File: config.mk
export PLATFORM = sky130hd
export DESIGN_NAME = serial_ch1_irq_flag_logic
export DESIGN_NICKNAME = d
export VERILOG_FILES = /design/src/rtl/ch1_irq_pkg.sv /design/src/rtl/port2_pin_mux.sv /design/src/rtl/serial_ch1_irq_flag_logic.sv
export SDC_FILE = /design/constraint.sdc
export NUM_CORES = 1
export LEC_CHECK = 0
export ABC_AREA = 0
export BUFFER_PORTS_ARGS = -buffer_cell sky130_fd_sc_hd__clkbuf_2
export CORE_UTILIZATION = 44
export DETAILED_ROUTE_END_ITERATION = 6
export MAX_ROUTING_LAYER = met4
export PLACE_DENSITY = 0.82
export SKIP_CTS_REPAIR_TIMING = 1
export SLEW_MARGIN = 25
export SYNTH_ARGS = -nofsm -noshare
export SYNTH_HDL_FRONTEND = slang
export SYNTH_HIERARCHICAL = 1
export SYNTH_SLANG_ARGS = --single-unit
File: constraint.sdc
create_clock -name sys_clk -period 2.33 [get_ports sys_clk]
set_input_delay 0.466 -clock sys_clk [delete_from_list [all_inputs] [get_ports sys_clk]]
set_output_delay 0.466 -clock sys_clk [all_outputs]
set_load 0.05 [all_outputs]
File: src/rtl/ch1_irq_pkg.sv
/*
  constants, field layouts and carrier types for the channel 1 serial
  interrupt flag logic and its port 2 pin multiplexer.
  assumes a single processor clock domain; no register bus reaches it.
*/
// Overview of operation
// completions set receive or transmit done flags
// irq output is OR of both flags
// software write setting a flag raises irq
// irq drops only when flags clear; read clears
// irq goes to pin, not interrupt controller
// irq pin reached only via port 2 mux
// board ties irq pin to external interrupt
// channel 1 and ch0 baud clock share port 2
// synchronous receive enable shifts byte, sets flag
// done at stop middle or eighth bit middle
// flags registered, irq combinational from flags
package ch1_irq_pkg;

  // port 2 geometry
  localparam int unsigned PORT2_WIDTH     = 8;
  // port 2 pin positions of the shared serial functions
  localparam int unsigned PIN_RECEIVE     = 0;
  localparam int unsigned PIN_TRANSMIT    = 1;
  localparam int unsigned PIN_BAUD0       = 2;
  localparam int unsigned PIN_IRQ         = 3;

  // receive byte geometry
  localparam int unsigned BYTE_BITS       = 8;
  localparam logic [2:0]  LAST_BIT_INDEX  = 3'h7;
  localparam logic [2:0]  BIT_COUNT_RESET = 3'h0;
  localparam logic [7:0]  BYTE_RESET      = 8'h00;

  // input synchroniser depth
  localparam int unsigned SYNC_STAGES     = 3;

  // status flag layout and reset values
  localparam int unsigned RX_DONE_POS     = 0;
  localparam int unsigned TX_DONE_POS     = 1;
  localparam logic        FLAG_RESET      = 1'b0;
  localparam logic        PIN_IDLE_LEVEL  = 1'b1;

  // channel 1 status flags
  typedef struct packed {
    logic transmit_done_flag;
    logic receive_done_flag;
  } ch1_status_register_t;

  localparam ch1_status_register_t STATUS_RESET = '{FLAG_RESET, FLAG_RESET};

  // synchronous receive sequencer, gray along idle -> shift -> done
  typedef enum logic [1:0] {
    RX_IDLE  = 2'h0,
    RX_SHIFT = 2'h1,
    RX_HELD  = 2'h3
  } rx_state_t;

  // port 2 pin group
  typedef struct packed {
    logic [PORT2_WIDTH-1:0] level;
    logic [PORT2_WIDTH-1:0] enable;
  } port2_drive_t;

endpackage : ch1_irq_pkg

File: src/rtl/port2_pin_mux.sv
/*
  port 2 output multiplexer: each pin shows either its port latch or the
  serial function assigned to it.
  assumes the serial functions and port latch sit on the same clock.
*/
`timescale 1ns/100ps
module port2_pin_mux
  import ch1_irq_pkg::*;
(
  // selection and port latch
  input  wire logic [PORT2_WIDTH-1:0] serial_sel,
  input  wire logic [PORT2_WIDTH-1:0] port_latch,
  // serial functions per pin
  input  wire logic [PORT2_WIDTH-1:0] func_level,
  input  wire logic [PORT2_WIDTH-1:0] func_enable,
  // resulting pin drive
  output port2_drive_t                pin_drive
);

  // per pin choice between port latch and serial function
  genvar gi;
  generate
    for (gi = 0; gi < PORT2_WIDTH; gi++) begin : g_pin
      // port latch always drives; serial function uses its own enable
      assign pin_drive.level[gi]  = serial_sel[gi] ? func_level[gi]  : port_latch[gi];
      assign pin_drive.enable[gi] = serial_sel[gi] ? func_enable[gi] : 1'b1;
    end
  endgenerate

endmodule : port2_pin_mux

File: src/rtl/serial_ch1_irq_flag_logic.sv
/*
  channel 1 serial interrupt flags, request line, synchronous receive
  polling path and port 2 pin routing.
  assumes completion pulses and bit ticks come from channel logic on
  sys_clk; the receive pin input arrives asynchronously and is synchronised here.
*/
`timescale 1ns/100ps
module serial_ch1_irq_flag_logic
  import ch1_irq_pkg::*;
(
  // clock and reset
  input  wire logic                   sys_clk,
  input  wire logic                   rst_b,
  // completion pulses from the frame machines (stop bit middle)
  input  wire logic                   async_rx_complete,
  input  wire logic                   tx_complete,
  // synchronous receive control
  input  wire logic                   sync_mode,
  input  wire logic                   rx_enable,
  input  wire logic                   sync_bit_tick,
  // status access by software
  input  wire logic                   status_rd,
  input  wire logic                   status_wr,
  input  wire ch1_status_register_t   status_wdata,
  output ch1_status_register_t        status_rdata,
  // received byte
  output logic [BYTE_BITS-1:0]        receive_holding_buffer,
  output logic                        rx_busy,
  // request line, internal view
  output logic                        ch1_serial_irq,
  // serial functions toward the pins
  input  wire logic                   ch1_transmit_pin,
  input  wire logic                   ch1_transmit_oe,
  output logic                        ch0_baud_ext_clock,
  // port 2 pins
  input  wire logic [PORT2_WIDTH-1:0] port2_serial_sel,
  input  wire logic [PORT2_WIDTH-1:0] port2_latch,
  input  wire logic [PORT2_WIDTH-1:0] port2_pin_i,
  output logic [PORT2_WIDTH-1:0]      port2_pin_o,
  output logic [PORT2_WIDTH-1:0]      port2_pin_oe
);

  // status flags
  ch1_status_register_t       status_q;       // sticky flags
  ch1_status_register_t       status_d;       // next flags
  // receive pin synchroniser
  logic [SYNC_STAGES-1:0]     rx_sync_q;      // shift chain
  logic                       rx_level_q;     // filtered level
  // synchronous receive sequencer
  rx_state_t                  rx_state_q;     // sequencer state
  rx_state_t                  rx_state_d;     // next state
  logic [2:0]                 bit_index_q;    // bits taken so far
  logic [BYTE_BITS-1:0]       shift_q;        // assembling byte
  logic                       sync_rx_done;   // eighth bit sampled
  logic                       take_bit;       // sample strobe
  // pin mux signals
  logic [PORT2_WIDTH-1:0]     func_level;     // serial function levels
  logic [PORT2_WIDTH-1:0]     func_enable;    // serial function enables
  port2_drive_t               pin_drive;      // mux result
  logic                       rx_pin_routed;  // receive pin seen via mux

  // flag decode used by the request line
  function automatic logic any_flag(input ch1_status_register_t s);
    any_flag = s.receive_done_flag | s.transmit_done_flag;
  endfunction : any_flag

  // receive pin only reaches the channel while the mux selects it
  assign rx_pin_routed = port2_serial_sel[PIN_RECEIVE] ?
                         port2_pin_i[PIN_RECEIVE] : PIN_IDLE_LEVEL;

  // three stage chain for the asynchronous receive pin
  always_ff @(posedge sys_clk or negedge rst_b) begin
    if (!rst_b) begin
      rx_sync_q <= {SYNC_STAGES{PIN_IDLE_LEVEL}};
    end else begin
      rx_sync_q <= {rx_sync_q[SYNC_STAGES-2:0], rx_pin_routed};
    end
  end

  // level accepted only once stages two and three agree
  always_ff @(posedge sys_clk or negedge rst_b) begin
    if (!rst_b) begin
      rx_level_q <= PIN_IDLE_LEVEL;
    end else if (rx_sync_q[1] == rx_sync_q[2]) begin
      rx_level_q <= rx_sync_q[2];
    end
  end

  // bit strobe while shifting
  assign take_bit     = (rx_state_q == RX_SHIFT) && sync_bit_tick;
  // eighth bit middle completes the byte
  assign sync_rx_done = take_bit && (bit_index_q == LAST_BIT_INDEX);

  // sequencer next state
  always_comb begin
    rx_state_d = rx_state_q;
    unique case (rx_state_q)
      // idle: enable in synchronous mode starts shifting
      RX_IDLE: begin
        if (sync_mode && rx_enable) begin
          rx_state_d = RX_SHIFT;
        end
      end
      // shift: dropping enable abandons the byte
      RX_SHIFT: begin
        if (!sync_mode || !rx_enable) begin
          rx_state_d = RX_IDLE;
        end else if (sync_rx_done) begin
          rx_state_d = RX_HELD;
        end
      end
      // held: wait for enable to be released before rearming
      RX_HELD: begin
        if (!sync_mode || !rx_enable) begin
          rx_state_d = RX_IDLE;
        end
      end
      // illegal code returns to idle
      default: begin
        rx_state_d = RX_IDLE;
      end
    endcase
  end

  // sequencer state register
  always_ff @(posedge sys_clk or negedge rst_b) begin
    if (!rst_b) begin
      rx_state_q <= RX_IDLE;
    end else begin
      rx_state_q <= rx_state_d;
    end
  end

  // bit counter and shifter, lsb first
  always_ff @(posedge sys_clk or negedge rst_b) begin
    if (!rst_b) begin
      bit_index_q <= BIT_COUNT_RESET;
      shift_q     <= BYTE_RESET;
    end else if (rx_state_q != RX_SHIFT) begin
      bit_index_q <= BIT_COUNT_RESET;
    end else if (take_bit) begin
      bit_index_q <= bit_index_q + 3'h1;
      shift_q     <= {rx_level_q, shift_q[BYTE_BITS-1:1]};
    end
  end

  // completed byte lands in the holding buffer
  always_ff @(posedge sys_clk or negedge rst_b) begin
    if (!rst_b) begin
      receive_holding_buffer <= BYTE_RESET;
    end else if (sync_rx_done) begin
      receive_holding_buffer <= {rx_level_q, shift_q[BYTE_BITS-1:1]};
    end
  end

  // busy while a synchronous byte is in flight
  assign rx_busy = (rx_state_q == RX_SHIFT);

  // flag next value: read clears, write loads, hardware set wins last
  always_comb begin
    status_d = status_q;
    if (status_rd) begin
      status_d = STATUS_RESET;
    end
    if (status_wr) begin
      status_d = status_wdata;
    end
    if (async_rx_complete || sync_rx_done) begin
      status_d.receive_done_flag = 1'b1;
    end
    if (tx_complete) begin
      status_d.transmit_done_flag = 1'b1;
    end
  end

  // sticky flags on the processor clock
  always_ff @(posedge sys_clk or negedge rst_b) begin
    if (!rst_b) begin
      status_q <= STATUS_RESET;
    end else begin
      status_q <= status_d;
    end
  end

  // read data shows the flags as held before any clear
  assign status_rdata = status_q;

  // request line is a plain or of the held flags, no extra stage
  assign ch1_serial_irq = any_flag(status_q);

  // serial function map onto port 2 pins
  always_comb begin
    func_level                = port2_latch;
    func_enable               = '0;
    func_level[PIN_TRANSMIT]  = ch1_transmit_pin;
    func_enable[PIN_TRANSMIT] = ch1_transmit_oe;
    // request line leaves on a pin rather than the interrupt controller
    func_level[PIN_IRQ]       = ch1_serial_irq;
    func_enable[PIN_IRQ]      = 1'b1;
  end

  // shared pin multiplexer
  port2_pin_mux u_port2_pin_mux (
    .serial_sel  (port2_serial_sel),
    .port_latch  (port2_latch),
    .func_level  (func_level),
    .func_enable (func_enable),
    .pin_drive   (pin_drive)
  );

  // pin outputs; receive and baud pins are inputs while serial selected
  always_comb begin
    port2_pin_o  = pin_drive.level;
    port2_pin_oe = pin_drive.enable;
    if (port2_serial_sel[PIN_RECEIVE]) begin
      port2_pin_oe[PIN_RECEIVE] = 1'b0;
    end
    if (port2_serial_sel[PIN_BAUD0]) begin
      port2_pin_oe[PIN_BAUD0] = 1'b0;
    end
  end

  // external baud clock for channel 0 only via the selected pin
  assign ch0_baud_ext_clock = port2_serial_sel[PIN_BAUD0] & port2_pin_i[PIN_BAUD0];

endmodule : serial_ch1_irq_flag_logic

Word level (Yosys, flattened, before mapping)
Cells that the tools add are included.
Storage, ports and cells
  register bits after elaboration: 27
  bits of input ports: 37
  output and inout port bits: 29
Cells by class
  add/subtract/negate cells: 1
  equality and inequality tests: 8
  muxes and demuxes: 21
  bitwise logic cells: 3
  reductions and logical operators: 13
Operator list (count)
  $mux W1: 12
  $mux W2: 6
  $mux W3: 2
  $pmux W2 S3: 1
  $reduce_bool A3 Y1: 2
  $ne A2 B2 Y1 const B: 2
  $add A3 B1 Y3 const B: 1
  $eq A3 B3 Y1 const B: 1
  $logic_and A1 B1 Y1: 3
  $ne A3 B1 Y1 const B: 1
  $reduce_and A3 Y1: 1
  $eq A2 B1 Y1 const B: 1
  $eq A2 B2 Y1 const B: 1
  $logic_not A1 Y1: 2
  $logic_not A2 Y1: 1
  $logic_or A1 B1 Y1: 2
  $ne A2 B1 Y1 const B: 1
  $reduce_and A2 Y1: 1
  $reduce_bool A2 Y1: 1
  $and A1 B1 Y1: 1
  $eq A1 B1 Y1: 1
  $not A1 Y1: 1
  $or A1 B1 Y1: 1

Logic depth before layout (Yosys ltp)
  depth in word-level cells: 6
  depth in mapped cells: 4
  depth with buffers taken out: 4

Modules after synthesis
The synthesis kept the hierarchy.
Modules (own cells, without submodules)
  serial_ch1_irq_flag_logic: instances 1, cells each 73, area each 1053.5 µm², seq. area each 655.6 µm²
  port2_pin_mux: instances 1, cells each 16, area each 170.2 µm², seq. area each 0.0 µm²

Least setup slack after synthesis
Ideal clock, no wire load.
  path kind: reg-to-output
  from: reg status_q (netlist bit status_rdata[1])
  to: out port2_pin_o[3]
  data arrival time: 1435 ps
  data required time: 1864 ps
  slack: 429 ps
  stages on the path, launching flop included: 3
  cells stage by stage: dfrtp_1 -> or2_2 -> mux2_4
Between the ends
  cells in the longest elaborated chain, start to end: 2
Ends and longest elaborated chain
  from (decl): RTL line serial_ch1_irq_flag_logic.sv:44  | ch1_status_register_t status_q;
  from (signal assigned): RTL line serial_ch1_irq_flag_logic.sv:181  | status_q <= status_d;
  $or A1 B1 Y1: RTL line serial_ch1_irq_flag_logic.sv:64  | any_flag = s.receive_done_flag | s.transmit_done_flag;
  net ch1_serial_irq: RTL line serial_ch1_irq_flag_logic.sv:30  | output logic ch1_serial_irq,
  $mux W1: RTL line port2_pin_mux.sv:25  | assign pin_drive.level[gi] = serial_sel[gi] ? func_level[gi] : port_latch[gi];
  to (decl): RTL line serial_ch1_irq_flag_logic.sv:39  | output logic [PORT2_WIDTH-1:0] port2_pin_o,
The timed path passes the listed nets, and every way through them passes these cells.

Final worst setup path
  from: reg status_q (netlist bit status_rdata[1])
  to: out port2_pin_o[3]
Between the ends
  cells in the longest elaborated chain, start to end: 2
Ends and longest elaborated chain (RTL line)
  $or A1 B1 Y1: serial_ch1_irq_flag_logic.sv:64
  $mux W1: port2_pin_mux.sv:25
Every way passes these cells.

==> results.md <==
| Step | Quantity | This run |
|:---|:---|:---|
| pwr | Maximum VDD drop | 354.7 µV |
| pwr | Sequential power share | 0.565 |
| placed design | Final estimated routing congestion in global placement | 0.6912 |
| floorplanning | Vert. Die Dim | 54.74 µm |
| sta | Fin Clk Skew | 5.647 ps |
| sta | Setup TNS | 0 ps |
| worst setup path | Max FO, Critical Path | 3 |
| final layout | Share of layout cells above drive strength 1 | 0.5935 |
| logic synthesis | Number of instances in the synthesized netlist | 89 |
| clock tree | Largest buffer count on any clock path | 2 |
| status | Run status | finished clean |
| floorplanning | Width of the die | 54.74 µm |
| drt | Violation count after the first detailed-route iteration | 3 |
| clock tree | CTS H-Tree Depth | 1 |
| global route | Met2 track utilization from global routing | 0.3373 |
| final layout | Finished Core Util | 0.6244 |
| logic synthesis | Flops & latches, synth | 26 |
| worst hold path | Path type of the worst min-delay path | primary input to async pin |
| sta | Actual transition at the worst max-transition pin | 609.4 ps |
| floorplanning | Die area | 0.002996 mm² |
| worst setup path | Setup crit end kind | output port |
| global route | GRT Overall Usage | 0.1796 |
| floorplanning | I/O pin count | 66 |
| global route | Grt peak-use layer | met2 |
| floorplanning | Initial Utilization | 0.4808 |
| placed design | Buffers on Ports | 58 |
| sta | Final Cycle Share | 0.8499 |
| pwr | Static Leak | 0.8801 nW |
| logic synthesis | Number of warnings reported in the yosys synthesis log | 6 |
| worst setup path | Max stage delay on crit path | 410 ps |
| sta | Number of hold-slack violations in the final timing report | 0 |
| logic synthesis | Sequential-to-total area share from yosys stat | 0.5358 |
| pwr | P_int | 0.6680 mW |
| flow run | Max-cap violation count | 0 |
| drt | Via count | 892 |
| placed design | Detailed Place HPWL | 1.785 mm |
| pwr | Total power of the final layout | 0.9590 mW |
| pwr | Gate power share | 0.245 |
| final layout | Antenna diode count | 0 |
| final layout | Area grow syn2layout | 29.86% |
| logic synthesis | Syn_area_per_cell | 13.75 µm² |
| drt | DRC violation count after routing | 0 |
| sta | Final number of setup-violating endpoints | 0 |
| drt | Detailed-route vias per instance | 4.822 |
| global route | Leftover overflow at the end of global routing | 0 |
| worst setup path | R2R cell count | 4 |
| worst setup path | Cell-by-cell trace of the critical path | or2_2 -> mux2_4 -> clkbuf_2 |
| pwr | Switching power share of the total | 0.3034 |
| global route | Pin count of the biggest net entering global routing | 27 |
| pwr | Switching power | 0.2910 mW |
| logic synthesis | Count of distinct cell types in the synthesized netlist | 26 |
| sta | Slew Limit Fails | 0 |
| global route | Number of global-route vias before repair | 888 |
| sta | Min cycle time layout | 1980 ps |
| drt | Routed wire per std cell | 11.59 µm |
| worst setup path | Data arrival time of the critical path | 1510 ps |
| worst setup path | Critical path start-end classification | flop to output port |
| global route | Number of antenna violations at the first check in global routing | 0 |
| global route | Met3 Use GR | 0.03611 |
| clock tree | Clock latency at the later pin of the worst-skew pair | 300 ps |
| floorplanning | Core Area | 0.002545 mm² |
| global route | Global-route wire length before repair | 3.560 mm |
| sta | Achievable clock frequency | 505.0 MHz |
| drt | Pre-antenna DRT Iters | 2 |
| floorplanning | Total number of placement rows | 18 |
| worst setup path | CP Data Required Time | 1860 ps |
| sta | Minimum hold slack | 141.7 ps |
| worst setup path | Cell type of the slowest stage on the worst timing path | sky130_fd_sc_hd__dfrtp_1 |
| clock tree | Number of buffers inserted during clock tree synthesis | 3 |
| placed design | Count of placed standard cells including taps | 181 |
| clock tree | Clock root cell | sky130_fd_sc_hd__clkbuf_4 |
| final layout | Number of nets in the final layout | 195 |
| pwr | Clock share of power | 0.190 |
| final layout | Number of standard cells in the final layout excluding fillers | 185 |
| drt | Overall routed net length | 2.144 mm |
| clock tree | Reg clk slew, reported paths | 120 ps |
| global route | M1 GR Usage | 0.1571 |
| drt | Antenna-violating nets left | 0 |
| clock tree | TritonCTS sink count | 26 |
| worst setup path | Launching element type of the critical path | flop |
| sta | Rel. slew slack | 0.5937 |
| sta | RSZ-0062 raised after global routing | no |
| logic synthesis | Post-Syn Area | 0.001224 mm² |
| clock tree | TritonCTS clock tree | yes |
| pwr | Power per cell area | 603.5 mW/mm² |
[path summary, 6_finish.rpt]
path,end,startpoint,slack (ps)
min reg2reg,rx_sync_q[1],rx_sync_q[0],370
min in group sys_clk,rx_sync_q[0],port2_serial_sel[0],350
max reg2reg,receive_holding_buffer[4],bit_index_q[0],810
max,port2_pin_o[3],status_rdata[1],350
max in group asynchronous,receive_holding_buffer[6],rst_b,1790
min,receive_holding_buffer[2],rst_b,140
[per-stage QoR]
step                      cell area (µm²)  setup WS (ps)
after floorplan                      1242          429.3
after global placement               1563          710.4
after detailed placement             1563          692.4
after CTS                            1589          330.6
after global routing                 1589          260.5
final                                1589          349.7
[layout make-up]
type	instances	area [µm²]
clock buffers	4	26.28
fillers	217	955.9
inverters	2	7.507
multi-input cells	65	571.8
flip-flops and latches	26	655.6
well taps	30	37.54
repair buffers	58	290.3
[routing by layer]
metal / part of all wire / wire (µm) / vias to the layer above
met1: 0.35 / 759 / 407
met2: 0.55 / 1182 / 49
met5: 0 / 0 / -
met3: 0.076 / 162 / 4
met4: 0.019 / 40 / 0
li1: - / - / 432
[worst max-delay path, delay by kind of cell, from the launching register on]
kind          cells  cell delay (ps)
buf+inv           1              230
mux               1              260
flops             1              410
simple gates      1              310
[logic make-up after synthesis]
logic type,count (synthesis),synth area share
xor+xnor,1,0.007159
fa+ha+maj,3,0.02863
flops,26,0.5358
simple gates,25,0.1401
other cells,2,0.006137
compound gates,4,0.01738
buf+inv,3,0.01227
mux,25,0.2526
[registers in the layout, indices dropped and copies added (netlist names)]
register,flops
bit_index_q,3
receive_holding_buffer,8
rx_state_q,2
rx_level_q,1
rx_sync_q,3
shift_q,7
status_rdata,2
[synthesized netlist by cell type (all sizes together)]
library cell	count	share of area
nand4b	2	0.027
or2	1	0.0051
buf	1	0.0061
nand3b	1	0.0092
mux2i	2	0.016
maj3	1	0.0082
dfstp	4	0.086
or3b	1	0.0072
xnor2	1	0.0072
o21ai	1	0.0041
ha	2	0.020
dfrtp	22	0.45
conb	2	0.0061
nor2b	2	0.010
a21oi	2	0.0082
nand2b	10	0.051
or2b	1	0.0061
and2	1	0.0051
mux2	23	0.24
nor2	3	0.0092
nand2	2	0.0061
nor3	1	0.0041
a31oi	1	0.0051
inv	2	0.0061
[power groups by stage]
stage,Sequential (mW),Clock [mW],Combinational [mW]
2_1_floorplan,0.547,0,0.163
3_3_place_gp,0.544,0,0.229
3_5_place_dp,0.551,0,0.237
4_1_cts,0.542,0.195,0.238
5_1_grt,0.549,0.216,0.256
6_report,0.542,0.182,0.235
[cell usage in the layout, fill, tap and decap left out, types with 2 or more instances in the layout]
cell	synthesis	final
sky130_fd_sc_hd__mux2_4	8	8
sky130_fd_sc_hd__ha_1	2	2
sky130_fd_sc_hd__clkbuf_4	0	3
sky130_fd_sc_hd__nor2b_1	2	2
sky130_fd_sc_hd__nand2b_1	10	10
sky130_fd_sc_hd__dfstp_2	4	4
sky130_fd_sc_hd__nand2_1	2	2
sky130_fd_sc_hd__conb_1	2	7
sky130_fd_sc_hd__a21oi_1	2	2
sky130_fd_sc_hd__nor2_1	3	3
sky130_fd_sc_hd__dfrtp_1	22	22
sky130_fd_sc_hd__mux2i_1	2	2
sky130_fd_sc_hd__mux2_2	15	15
sky130_fd_sc_hd__inv_1	2	2
sky130_fd_sc_hd__clkbuf_2	0	58
No activity file was read; power rests on OpenSTA's default activity.
